==> config.mk <==
export PLATFORM = sky130hd
export DESIGN_NAME = sdram_cmd_decoder
export DESIGN_NICKNAME = d
export VERILOG_FILES = /design/src/hw/sdram_cmd_pkg.sv /design/src/hw/sdram_cmd_decoder.sv
export VERILOG_INCLUDE_DIRS = /design/src /design/src/hw
export SDC_FILE = /design/constraint.sdc
export NUM_CORES = 1
export LEC_CHECK = 0
export BUFFER_PORTS_ARGS = -buffer_cell sky130_fd_sc_hd__buf_4
export CORE_ASPECT_RATIO = 2
export CORE_MARGIN = 2
export CORE_UTILIZATION = 28
export DETAILED_ROUTE_END_ITERATION = 12
export PLACE_DENSITY = 0.56
export SETUP_SLACK_MARGIN = 0.3
export SLEW_MARGIN = 10
export SYNTH_ARGS = -nofsm -noshare
export SYNTH_HDL_FRONTEND = slang
export SYNTH_SLANG_ARGS = --single-unit
==> constraint.sdc <==
create_clock -name core_clk_i -period 2.15 [get_ports core_clk_i]
set_input_delay 0.215 -clock core_clk_i [delete_from_list [all_inputs] [get_ports core_clk_i]]
set_output_delay 0.215 -clock core_clk_i [all_outputs]
set_load 0.02 [all_outputs]
==> src/hw/sdram_cmd_defs.svh <==
// What this block does
// - Selected with clock enable high, decode strobes into activate, read, write, stop, precharge.
// - Chip deselected registers no command; operations under way continue.
// - No-operation while selected changes nothing and disturbs nothing.
// - Mode load stores A0-A11; only with all banks idle, then wait.
// - Activate opens row in selected bank until that bank is precharged.
// - Column from A0-A9, A0-A8 or A0-A7 by width; bank from bank selects.
// - Address bit ten high with read or write means auto precharge, that command only.
// - Read mask acts two clocks later: high floats data, low drives data.
// - Write mask acts at once: low stores data, high leaves location unwritten.
// - Precharge closes selected bank, or all banks when flag high; ready after period.
// - Auto precharge closes bank when burst completes, unless a read, write or stop comes right after the last beat; not for full-page bursts.
// - Burst stop truncates latest read or write burst and leaves row open.
// - Auto refresh uses internal row counter and ignores address inputs.
// - Refresh code with clock enable low enters self refresh; other inputs ignored.
// - Self refresh refreshes internally; controller stays at least row active minimum.
// - Refresh code is auto refresh with enable high; other commands need enable high.
// - Read latency selectable as two or three clocks through mode register.
// - Write burst mode bit one makes writes single-location except with full-page length; reads keep burst length.
`ifndef SDRAM_CMD_DEFS_SVH
`define SDRAM_CMD_DEFS_SVH
`define CLK_PERIOD_NS 50
`define PRECHARGE_PERIOD_NS 20
`define PRECHARGE_CYC ((`PRECHARGE_PERIOD_NS + `CLK_PERIOD_NS - 1) / `CLK_PERIOD_NS)
`define MODE_LOAD_WAIT_CYC 2
`define SELF_REFRESH_INT_NS 15625
`define SELF_REFRESH_INT_CYC (`SELF_REFRESH_INT_NS / `CLK_PERIOD_NS)
`define MODE_RESET 12'h0_022
`define MODE_BL_LSB 0
`define MODE_BT_BIT 3
`define MODE_CL_LSB 4
`define MODE_WB_BIT 9
`endif

==> src/hw/sdram_cmd_pkg.sv <==
package sdram_cmd_pkg;
  typedef enum {CMD_NOP, CMD_ACT, CMD_RD, CMD_WR, CMD_BST, CMD_PRE, CMD_REF, CMD_MRS, CMD_SREF} cmd_t;
  typedef struct packed {
    logic chip_select_n;
    logic row_strobe_n;
    logic column_strobe_n;
    logic write_enable_n;
    logic clock_enable;
    logic bank_select_bit1;
    logic bank_select_bit0;
    logic [11:0] addr;
  } cmd_bus_t;
  typedef struct packed {
    logic valid;
    logic [1:0] bank;
    logic [11:0] row;
    logic [9:0] col;
  } array_req_t;
endpackage

==> src/hw/sdram_cmd_decoder.sv <==
`timescale 1ns/1ps
`default_nettype none
`include "sdram_cmd_defs.svh"
module sdram_cmd_decoder #(
  parameter int DQ_W = 16,
  parameter int COL_W = 8,
  parameter int REF_INT_CYC = `SELF_REFRESH_INT_CYC
) (
  // Clock and reset
  input wire logic core_clk_i,
  input wire logic reset_n_i,
  // Command pins
  input wire sdram_cmd_pkg::cmd_bus_t cmd_i,
  input wire logic data_mask_i,
  input wire logic [DQ_W-1:0] dq_i,
  // Read data to pins
  output logic [DQ_W-1:0] dq_o,
  output logic dq_oe_o,
  // Array side
  output sdram_cmd_pkg::array_req_t act_o,
  output sdram_cmd_pkg::array_req_t rd_o,
  output sdram_cmd_pkg::array_req_t wr_o,
  output logic [DQ_W-1:0] wr_data_o,
  input wire logic [DQ_W-1:0] rd_data_i,
  output logic [11:0] refresh_row_o,
  output logic refresh_o,
  // Status
  output logic [3:0] bank_open_o,
  output logic [11:0] mode_o,
  output logic self_refresh_o
);
  import sdram_cmd_pkg::*;

  ////////////////////////////////////////////////////////////////////////
  // Input stage
  cmd_bus_t cmd_s1, cmd_reg;
  logic dm_s1, dm_reg;
  logic [DQ_W-1:0] dq_s1, dq_reg;
  always_ff @(posedge core_clk_i)
  begin
    cmd_s1 <= cmd_i;
    cmd_reg <= cmd_s1;
    dm_s1 <= data_mask_i;
    dm_reg <= dm_s1;
    dq_s1 <= dq_i;
    dq_reg <= dq_s1;
  end

  ////////////////////////////////////////////////////////////////////////
  // Decode
  function automatic cmd_t decode(input cmd_bus_t c);
    cmd_t r;
    r = CMD_NOP;
    if (!c.chip_select_n)
    begin
      case ({c.row_strobe_n, c.column_strobe_n, c.write_enable_n})
        3'b011: r = CMD_ACT;
        3'b101: r = CMD_RD;
        3'b100: r = CMD_WR;
        3'b110: r = CMD_BST;
        3'b010: r = CMD_PRE;
        3'b001: r = c.clock_enable ? CMD_REF : CMD_SREF;
        3'b000: r = CMD_MRS;
        default: r = CMD_NOP;
      endcase
      if (!c.clock_enable && r != CMD_SREF)
        r = CMD_NOP;
    end
    return r;
  endfunction

  cmd_t cmd;
  logic [1:0] bank;
  logic [9:0] col;
  logic in_sref_reg;
  assign bank = {cmd_reg.bank_select_bit1, cmd_reg.bank_select_bit0};
  assign cmd = in_sref_reg ? CMD_NOP : decode(cmd_reg);
  assign col = 10'(cmd_reg.addr[COL_W-1:0]);

  ////////////////////////////////////////////////////////////////////////
  // Mode register
  logic [11:0] mode_reg;
  logic [2:0] mrd_cnt_reg;
  logic [3:0] open_reg;
  always_ff @(posedge core_clk_i)
  begin
    if (!reset_n_i)
      mode_reg <= `MODE_RESET;
    else if (cmd == CMD_MRS && open_reg == 4'h0)
      mode_reg <= cmd_reg.addr;
  end
  always_ff @(posedge core_clk_i)
  begin
    if (!reset_n_i)
      mrd_cnt_reg <= 3'h0;
    else if (cmd == CMD_MRS)
      mrd_cnt_reg <= 3'(`MODE_LOAD_WAIT_CYC);
    else if (mrd_cnt_reg != 3'h0)
      mrd_cnt_reg <= mrd_cnt_reg - 3'h1;
  end
  logic full_page;
  logic [8:0] burst_len;
  logic cl3;
  assign cl3 = mode_reg[`MODE_CL_LSB];
  assign full_page = mode_reg[`MODE_BL_LSB+2:`MODE_BL_LSB] == 3'h7;
  assign burst_len = 9'h1 << mode_reg[`MODE_BL_LSB+1:`MODE_BL_LSB];

  ////////////////////////////////////////////////////////////////////////
  // Bank state
  logic [11:0] row_reg [4];
  logic [3:0] pre_due;
  always_ff @(posedge core_clk_i)
  begin
    if (!reset_n_i)
      open_reg <= 4'h0;
    else
    begin
      if (cmd == CMD_ACT)
        open_reg[bank] <= 1'b1;
      else if (cmd == CMD_PRE)
      begin
        if (cmd_reg.addr[10])
          open_reg <= 4'h0;
        else
          open_reg[bank] <= 1'b0;
      end
      open_reg <= (cmd == CMD_ACT) ? (open_reg | (4'h1 << bank)) & ~pre_due :
        (cmd == CMD_PRE) ? (cmd_reg.addr[10] ? 4'h0 : open_reg & ~(4'h1 << bank) & ~pre_due) :
        open_reg & ~pre_due;
    end
  end
  always_ff @(posedge core_clk_i)
  begin
    if (cmd == CMD_ACT)
      row_reg[bank] <= cmd_reg.addr;
  end

  ////////////////////////////////////////////////////////////////////////
  // Burst engine
  logic burst_rd_reg, burst_wr_reg, ap_reg;
  logic [1:0] bbank_reg;
  logic [9:0] bcol_reg;
  logic [8:0] left_reg;
  logic last;
  assign last = (left_reg == 9'h1) && !full_page;
  assign pre_due = ((burst_rd_reg || burst_wr_reg) && last && ap_reg && cmd != CMD_RD && cmd != CMD_WR
    && cmd != CMD_BST) ? (4'h1 << bbank_reg) : 4'h0;
  always_ff @(posedge core_clk_i)
  begin
    if (!reset_n_i)
    begin
      burst_rd_reg <= 1'b0;
      burst_wr_reg <= 1'b0;
      ap_reg <= 1'b0;
      left_reg <= 9'h0;
      bbank_reg <= 2'h0;
      bcol_reg <= 10'h0;
    end
    else if (cmd == CMD_RD || cmd == CMD_WR)
    begin
      burst_rd_reg <= cmd == CMD_RD;
      burst_wr_reg <= cmd == CMD_WR;
      ap_reg <= cmd_reg.addr[10];
      bbank_reg <= bank;
      bcol_reg <= col;
      left_reg <= (cmd == CMD_WR && mode_reg[`MODE_WB_BIT]) ? 9'h1 : burst_len;
    end
    else if (cmd == CMD_BST || cmd == CMD_PRE)
    begin
      burst_rd_reg <= 1'b0;
      burst_wr_reg <= 1'b0;
      ap_reg <= 1'b0;
    end
    else if (burst_rd_reg || burst_wr_reg)
    begin
      bcol_reg <= 10'(bcol_reg + 10'h1) & 10'((1 << COL_W) - 1);
      left_reg <= left_reg - 9'h1;
      if (last)
      begin
        burst_rd_reg <= 1'b0;
        burst_wr_reg <= 1'b0;
      end
    end
  end
  logic rd_beat, wr_beat;
  assign rd_beat = cmd == CMD_RD || (burst_rd_reg && !last && cmd != CMD_BST && cmd != CMD_WR);
  assign wr_beat = cmd == CMD_WR || (burst_wr_reg && !last && cmd != CMD_BST && cmd != CMD_RD);

  ////////////////////////////////////////////////////////////////////////
  // Array requests
  always_ff @(posedge core_clk_i)
  begin
    if (!reset_n_i)
    begin
      act_o <= '0;
      rd_o <= '0;
      wr_o <= '0;
      wr_data_o <= '0;
    end
    else
    begin
      act_o <= '{cmd == CMD_ACT, bank, cmd_reg.addr, 10'h0};
      rd_o.valid <= rd_beat;
      rd_o.bank <= cmd == CMD_RD ? bank : bbank_reg;
      rd_o.row <= row_reg[cmd == CMD_RD ? bank : bbank_reg];
      rd_o.col <= cmd == CMD_RD ? col : 10'(bcol_reg + 10'h1) & 10'((1 << COL_W) - 1);
      wr_o.valid <= wr_beat && !dm_reg;
      wr_o.bank <= cmd == CMD_WR ? bank : bbank_reg;
      wr_o.row <= row_reg[cmd == CMD_WR ? bank : bbank_reg];
      wr_o.col <= cmd == CMD_WR ? col : 10'(bcol_reg + 10'h1) & 10'((1 << COL_W) - 1);
      wr_data_o <= dq_reg;
    end
  end

  ////////////////////////////////////////////////////////////////////////
  // Read pipe and mask delay
  logic [2:0] rv_pipe_reg;
  logic [1:0] dm_pipe_reg;
  always_ff @(posedge core_clk_i)
  begin
    if (!reset_n_i)
    begin
      rv_pipe_reg <= 3'h0;
      dm_pipe_reg <= 2'h0;
    end
    else
    begin
      rv_pipe_reg <= {rv_pipe_reg[1:0], rd_beat};
      dm_pipe_reg <= {dm_pipe_reg[0], dm_reg};
    end
  end
  logic rd_live;
  assign rd_live = cl3 ? rv_pipe_reg[2] : rv_pipe_reg[1];
  always_ff @(posedge core_clk_i)
  begin
    if (!reset_n_i)
    begin
      dq_oe_o <= 1'b0;
      dq_o <= '0;
    end
    else
    begin
      dq_oe_o <= rd_live && !dm_pipe_reg[1];
      dq_o <= rd_data_i;
    end
  end

  ////////////////////////////////////////////////////////////////////////
  // Refresh
  logic [11:0] ref_row_reg;
  logic [31:0] sref_cnt_reg;
  logic sref_tick;
  assign sref_tick = in_sref_reg && sref_cnt_reg == 32'(REF_INT_CYC - 1);
  always_ff @(posedge core_clk_i)
  begin
    if (!reset_n_i)
      in_sref_reg <= 1'b0;
    // enter on refresh with enable low
    else if (cmd == CMD_SREF)
      in_sref_reg <= 1'b1;
    else if (cmd_reg.clock_enable)
      in_sref_reg <= 1'b0;
  end
  always_ff @(posedge core_clk_i)
  begin
    if (!reset_n_i || !in_sref_reg || sref_tick)
      sref_cnt_reg <= 32'h0;
    else
      sref_cnt_reg <= sref_cnt_reg + 32'h1;
  end
  always_ff @(posedge core_clk_i)
  begin
    if (!reset_n_i)
    begin
      ref_row_reg <= 12'h0;
      refresh_o <= 1'b0;
      refresh_row_o <= 12'h0;
    end
    else
    begin
      refresh_o <= cmd == CMD_REF || cmd == CMD_SREF || sref_tick;
      refresh_row_o <= ref_row_reg;
      if (cmd == CMD_REF || cmd == CMD_SREF || sref_tick)
        ref_row_reg <= ref_row_reg + 12'h1;
    end
  end

  ////////////////////////////////////////////////////////////////////////
  // Status
  always_ff @(posedge core_clk_i)
  begin
    if (!reset_n_i)
    begin
      bank_open_o <= 4'h0;
      mode_o <= `MODE_RESET;
      self_refresh_o <= 1'b0;
    end
    else
    begin
      bank_open_o <= open_reg;
      mode_o <= mode_reg;
      self_refresh_o <= in_sref_reg;
    end
  end

  ////////////////////////////////////////////////////////////////////////
  // Checks
  inhibit_quiet_a: assert property (@(posedge core_clk_i) disable iff (!reset_n_i)
    cmd_reg.chip_select_n |-> cmd == CMD_NOP) else $error("command taken while deselected");
  act_opens_a: assert property (@(posedge core_clk_i) disable iff (!reset_n_i)
    cmd == CMD_ACT |=> open_reg[$past(bank)]) else $error("activate did not open bank");
  pre_all_a: assert property (@(posedge core_clk_i) disable iff (!reset_n_i)
    (cmd == CMD_PRE && cmd_reg.addr[10]) |=> open_reg == 4'h0) else $error("precharge all left bank open");
  mode_load_a: assert property (@(posedge core_clk_i) disable iff (!reset_n_i)
    (cmd == CMD_MRS && open_reg == 4'h0) |=> mode_reg == $past(cmd_reg.addr)) else $error("mode not loaded");
  wr_mask_a: assert property (@(posedge core_clk_i) disable iff (!reset_n_i)
    (cmd == CMD_WR && dm_reg) |=> !wr_o.valid) else $error("masked write stored");
  rd_mask_a: assert property (@(posedge core_clk_i) disable iff (!reset_n_i)
    dm_reg |-> ##3 !dq_oe_o) else $error("masked read drove data");
  bst_open_a: assert property (@(posedge core_clk_i) disable iff (!reset_n_i)
    (cmd == CMD_BST && open_reg[bbank_reg]) |=> open_reg[$past(bbank_reg)]) else $error("stop closed row");
  sref_enter_a: assert property (@(posedge core_clk_i) disable iff (!reset_n_i)
    cmd == CMD_SREF |=> in_sref_reg) else $error("self refresh not entered");
  ref_count_a: assert property (@(posedge core_clk_i) disable iff (!reset_n_i)
    cmd == CMD_REF |=> ref_row_reg == $past(ref_row_reg) + 12'h1) else $error("refresh row not advanced");
  rd_cover_c: cover property (@(posedge core_clk_i) cmd == CMD_RD ##[2:4] dq_oe_o);
  ap_cover_c: cover property (@(posedge core_clk_i) pre_due != 4'h0);
  sref_cover_c: cover property (@(posedge core_clk_i) in_sref_reg ##1 !in_sref_reg);
  mode_wait_c: cover property (@(posedge core_clk_i) mrd_cnt_reg != 3'h0 ##1 mrd_cnt_reg == 3'h0);
endmodule // sdram_cmd_decoder
`default_nettype wire

; Word-level counts from Yosys, hierarchy flattened
; Memory sizes are Yosys's and may differ from the RTL's. A register that Yosys moved wholly into a read port is not among the register bits.
; Cells that the tools add are included.
[totals]
mem_bits_rw = 48
reg_bits = 274
memories = 1
word_cells = 166
[memory_table]
columns = memory, words, word_bits, rd, rd_clocked_by_memory_dff, write_ports, line
row1 = row_reg, 4, 12, 2, 2, 1, sdram_cmd_decoder.sv:110  ; logic [11:0] row_reg [4];
[classes]
n_eq_ne = 22
n_addsub = 4
bitwise = 7
n_mux = 33
n_shift = 3
n_reduce_logical = 45
[ops]
columns = operator, count
row1 = "== test 32 x 4 -> 1 bit, second input constant", 4
row2 = two-way mux 32 bit, 4
row3 = "== test 32 x 3 -> 1 bit, second input constant", 2
row4 = "!= test 32 x 3 -> 1 bit, second input constant", 2
row5 = two-way mux 8 bit, 5
row6 = two-way mux 9 bit, 4
row7 = "adder 32 x 1 -> 32 bit, second input constant", 1
row8 = "== test 32 x 2 -> 1 bit, second input constant", 1
row9 = "== test 32 x 5 -> 1 bit, second input constant", 1
row10 = "== test 32 x 9 -> 1 bit, second input constant", 1
row11 = "!= test 32 x 4 -> 1 bit, second input constant", 1
row12 = "!= test 32 x 5 -> 1 bit, second input constant", 1
row13 = one-hot mux 4 bit (7 select lines), 1
row14 = two-way mux 4 bit, 5
row15 = logical AND 1 bit, 18
row16 = AND 4 bit, 4
row17 = "adder 12 x 1 -> 12 bit, second input constant", 1
row18 = "== test 3 bit, second input constant", 4
row19 = two-way mux 1 bit, 12
row20 = "== test 9 x 1 -> 1 bit, second input constant", 1
row21 = logical NOT 1 bit, 9
row22 = logical OR 1 bit, 9
row23 = "<< shifter 1 x 2 -> 9 bit, first input constant", 1
row24 = "subtractor 9 x 1 -> 9 bit, second input constant", 1
row25 = other kinds (13), 21

; Logic depth before layout (Yosys ltp)
[logic_depth]
depth_word = 18
depth_mapped = 8
ltp_nobuf = 7

; Worst setup path after synthesis
; No wires, ideal clock.
[synth_path]
path_type = register -> register
start = reg cmd_reg[14] (netlist bit)
end = mem row_reg[0][0], enable pin
setup_time_ns = 0.396
synth_period_minus_slack_ns = 2.277
t_required_ns = 1.754
stages_incl_launch_ff = 5
path_slack_ns = -0.127
arrival_time_ns = 1.880
n_path_buf = 1
path_cell_list = dfxtp_1 clkbuf_2 nor3b_1 nand3_1 nor3_1
[synth_via]
elab_chain_cells = 11
[synth_lines]
columns = element, line
row1 = from (decl), sdram_cmd_decoder.sv:36  ; cmd_bus_t cmd_s1, cmd_reg;
row2 = from (signal assigned), sdram_cmd_decoder.sv:42  ; cmd_reg <= cmd_s1;
row3 = two-way mux 4 bit, sdram_cmd_decoder.sv:62  ; 3'b001: r = c.clock_enable ? CMD_REF : CMD_SREF;
row4 = one-hot mux 4 bit (7 select lines), sdram_cmd_decoder.sv:56  ; case ({c.row_strobe_n, c.column_strobe_n, c.write_enable_n})
row5 = two-way mux 32 bit, sdram_cmd_decoder.sv:54  ; if (!c.chip_select_n)
row6 = != test 32 x 5 -> 1 bit, sdram_cmd_decoder.sv:66  ; if (!c.clock_enable && r != CMD_SREF)
row7 = logical AND 1 bit, sdram_cmd_decoder.sv:66
row8 = two-way mux 32 bit *, sdram_cmd_decoder.sv:66
row9 = two-way mux 32 bit *, sdram_cmd_decoder.sv:54
row10 = two-way mux 32 bit *, sdram_cmd_decoder.sv:77  ; assign cmd = in_sref_reg ? CMD_NOP : decode(cmd_reg);
row11 = == test 32 x 2 -> 1 bit *, sdram_cmd_decoder.sv:134  ; if (cmd == CMD_ACT)
row12 = two-way mux 1 bit *, sdram_cmd_decoder.sv:134
row13 = two-way mux 1 bit (not written as such) *, sdram_cmd_decoder.sv:135  ; row_reg[bank] <= cmd_reg.addr;
row14 = to (decl), sdram_cmd_decoder.sv:110
; Every way passes the cells marked *; elsewhere a longest branch is shown, timed or not. The select of a mux whose other input is x is not followed.

; Worst setup path in the final report
[layout_path]
start = reg in_sref_reg
end = reg, netlist name rd_o[17]
[layout_via]
elab_chain_cells = 3
[layout_lines]
columns = element, line
row1 = from (decl), sdram_cmd_decoder.sv:75  ; logic in_sref_reg;
row2 = from (signal assigned), sdram_cmd_decoder.sv:257  ; in_sref_reg <= 1'b0;
row3 = from (signal assigned), sdram_cmd_decoder.sv:260  ; in_sref_reg <= 1'b1;
row4 = from (signal assigned), sdram_cmd_decoder.sv:262  ; in_sref_reg <= 1'b0;
row5 = two-way mux 32 bit, sdram_cmd_decoder.sv:77
row6 = == test 32 x 3 -> 1 bit, sdram_cmd_decoder.sv:205  ; rd_o.row <= row_reg[cmd == CMD_RD ? bank : bbank_reg];
row7 = two-way mux 2 bit, sdram_cmd_decoder.sv:205
; No other way between the ends.
; A chain may end at the register's enable or synchronous reset.

==> metrics.txt <==
Clock Skews=12.07 ps; grt ovf=0; total power=12.79 mW; setup TNS=0 ps; max FFs per register=48; PwrDens=804.9 nW/um^2; largest net degree at the start of global routing=55; FF-to-FF setup slack=230 ps; synth top area cells=dfxtp_1 (50%), edfxtp_1 (13%), mux2i_1 (5.6%); Pleak=6.415 nW; Max clock buf depth=3; CP Class=reg -> reg; Worst Hold Path Cells=2; TritonCTS buffer count=31; die area=42,590 sq um; sequential area share after synthesis=62.12%; biggest area consumer among synthesized cells=dfxtp_1; IO Count=192; unrepaired setup endpoints after global routing=true; slowest stage delay, CP=350 ps; first-pass GRT wire length=46,150 microns; Slowest-stage cell, CP=dfxtp_4; Required @ worst endpoint=2600 ps; Final Max Tran Viols=0; Register Area=7127 sq um; drt first-iter violations=398; synthesized cell area=11,440 sq um; Post-Synthesis Cells=993; initial antenna violation count=0; area share of the largest cell type after synthesis=49.52%; CORE AREA=40,340 sq um; arrival time at the worst endpoint=2370 ps; Area Growth Syn to Fin=38.88%; die width=146.9 microns; gpl congestion=0.8827; r2r startpoint=in_sref_reg$_SDFFE_PN0P_; router iterations before antenna repair=4; reg2reg end=rd_o[17]$_SDFF_PN0_; vias in the first global route=8,324; clk_lat worst skew=570 ps; synth cell count leaders=dfxtp_1 (283), nor2_1 (98), and2_1 (74); peak supply drop=0.5300 mV; final setup violation count=0; Async SR Flop Fraction=0%; via count=8,237; CP Capture Type=flip-flop; Hold Path Class=in -> reg; worst hold path startpoint=dq_i[8]; Routed WL per cell=16.86 microns; dpl hpwl=21,180 microns; Vert. Die Dim=289.9 microns; mux share of post-synthesis cell area=6.092%; DR vias/cell=4.494; CP Buf/Inv Count=3; # rows=104; Synth Area in Compound Gates=7.142%; Slew headroom=58.10%; critical path, cell by cell=nor4b_4 > buf_4 > nand3_4 > mux2i_4 > buf_12 > buf_16 > mux2i_1 > o22ai_2; Adder-Cell Fraction of Synth Area=0.5469%; most common cell in the netlist=dfxtp_1; Hold Vio Cnt, Final=0; CTS sink count=331; CTS clk-pin slew, worst paths=60 ps; FILL cells=3,855; Post-synth EDFFs=48; Initial Utilization=28.36%; layout cell share with drive strength beyond 1=31.16%; Post-Route WL=30,910 microns; CP top delay family=buffers and inverters; Synth Register Bits=331; Final #Nets=1,337; max_cap viols=0; Crit Path Max Fanout=6; CTS tree=yes; Final ANT Viol Nets=0; Final Cycle Share=89.19%; Antenna diodes=0; post-route minimum period=1917 ps; I/O Buffers=177; DRC Markers=0; Simple-Gate Fraction of Synth Area=16.50%; main combinational cell family by area after synthesis=simple AND/OR/NAND/NOR gates; Max H-tree Level=1; worst slew pin tran=627.7 ps; CP Launch Type=flip-flop; Mapped Avg Cell Area=11.52 sq um; worst min-delay path endpoint=dq_s1[8]$_DFF_P_; Worst R2R Path Depth=8; Yosys warnings=0; XOR/XNOR Fraction of Synth Area=3.905%; outcome=completed; Root Driver=clkbuf_16; Post-synth top flop=dfxtp_1; Multi-input gate area=4347 sq um; number of distinct library cells after synthesis=59; GR Util All Layers=13.80%; fmax=521.5 MHz
-- where the power goes --
group | switching, mW | total, mW | leakage [nW] | internal, mW
sequential | 0.134 | 6.60 | 2.77 | 6.47
clock | 2.38 | 5.31 | 0.475 | 2.93
combinational | 0.436 | 0.871 | 3.17 | 0.435
total | 2.95 | 12.8 | 6.42 | 9.84
-- layer usage --
metal / wire length, microns / track usage [%]
met5: 0 / 0
met3: 1214 / 1.840
met2: 18000 / 28.05
met1: 10240 / 13.12
met4: 1450 / 6.825
-- how the worst max path moves through the flow --
stage	from	endpoint	slack, ps	cells after the start
2_1_floorplan	in_sref_reg$_SDFFE_PN0P_	wr_o[14]$_SDFF_PN0_	140	7
3_3_place_gp	left_reg[0]$_SDFFE_PN0P_	open_reg[1]$_SDFF_PN0_	150	7
3_5_place_dp	cmd_reg[16]$_DFF_P_	rd_o[20]$_SDFF_PN0_	120	6
4_1_cts	sref_cnt_reg[10]$_SDFF_PP0_	ref_row_reg[11]$_SDFFE_PN0P_	260	5
5_1_grt	in_sref_reg$_SDFFE_PN0P_	rd_o[17]$_SDFF_PN0_	150	8
6_report	in_sref_reg$_SDFFE_PN0P_	rd_o[17]$_SDFF_PN0_	230	8
-- cell type report --
| type | instances | share of cell area, % |
|---|---|---|
| Clock buffer | 35 | 5.040 |
| Clock inverter | 23 | 1.173 |
| Inverter | 15 | 0.3544 |
| Multi-Input combinational cell | 599 | 27.36 |
| Sequential cell | 331 | 44.86 |
| Tap cell | 530 | 4.174 |
| Timing Repair Buffer | 300 | 17.04 |
-- repair_timing --
item,CTS,global route
endpoints found under the hold margin,57,0
setup buffers,15,4
hold buffers,53,0
pin swaps,14,35
cloned,3,7
gates resized for setup,28,89
endpoints found under the setup margin,72,74
-- placed cells by master (no fill, tap or decap), types with 12 or more instances in the layout --
cell type	count
a211oi_1	16
a21oi_1	27
and2_1	74
buf_4	218
clkbuf_16	36
conb_1	14
dfxtp_1	271
dlygate4sd3_1	53
edfxtp_1	48
inv_1	14
mux2i_1	46
nand2_1	41
nand3_1	38
nand4_1	22
nor2_1	78
nor3_1	12
o211ai_1	13
o21ai_0	12
o22ai_2	20
xnor2_1	18
xor2_1	32
-- logic make-up after synthesis --
family	after synthesis
AND/OR/NAND/NOR	351
flip-flops	331
AO/OA/AOI/OAI	111
buffers and inverters	76
multiplexers	67
XOR/XNOR	51
adder cells (fa/ha/maj)	5
other	1
-- through the flow --
step / instance area [sq um] / utilization [%] / cells / setup slack [ps] / hold slack [ps]
finish: 15890 / 39.39 / 1833 / 232.5 / 285.4
floorplan: 11510 / - / 1006 / 143.9 / 242.7
detailed placement: 13550 / 33.59 / 1693 / 118.4 / 312.1
global route: 15890 / 39.39 / 1833 / 154.2 / 261.4
CTS: 15350 / 38.05 / 1822 / 262.0 / 242.9
global placement: 13550 / 33.59 / 1693 / 151.4 / 310.1
(Power assumes the default switching activity.)
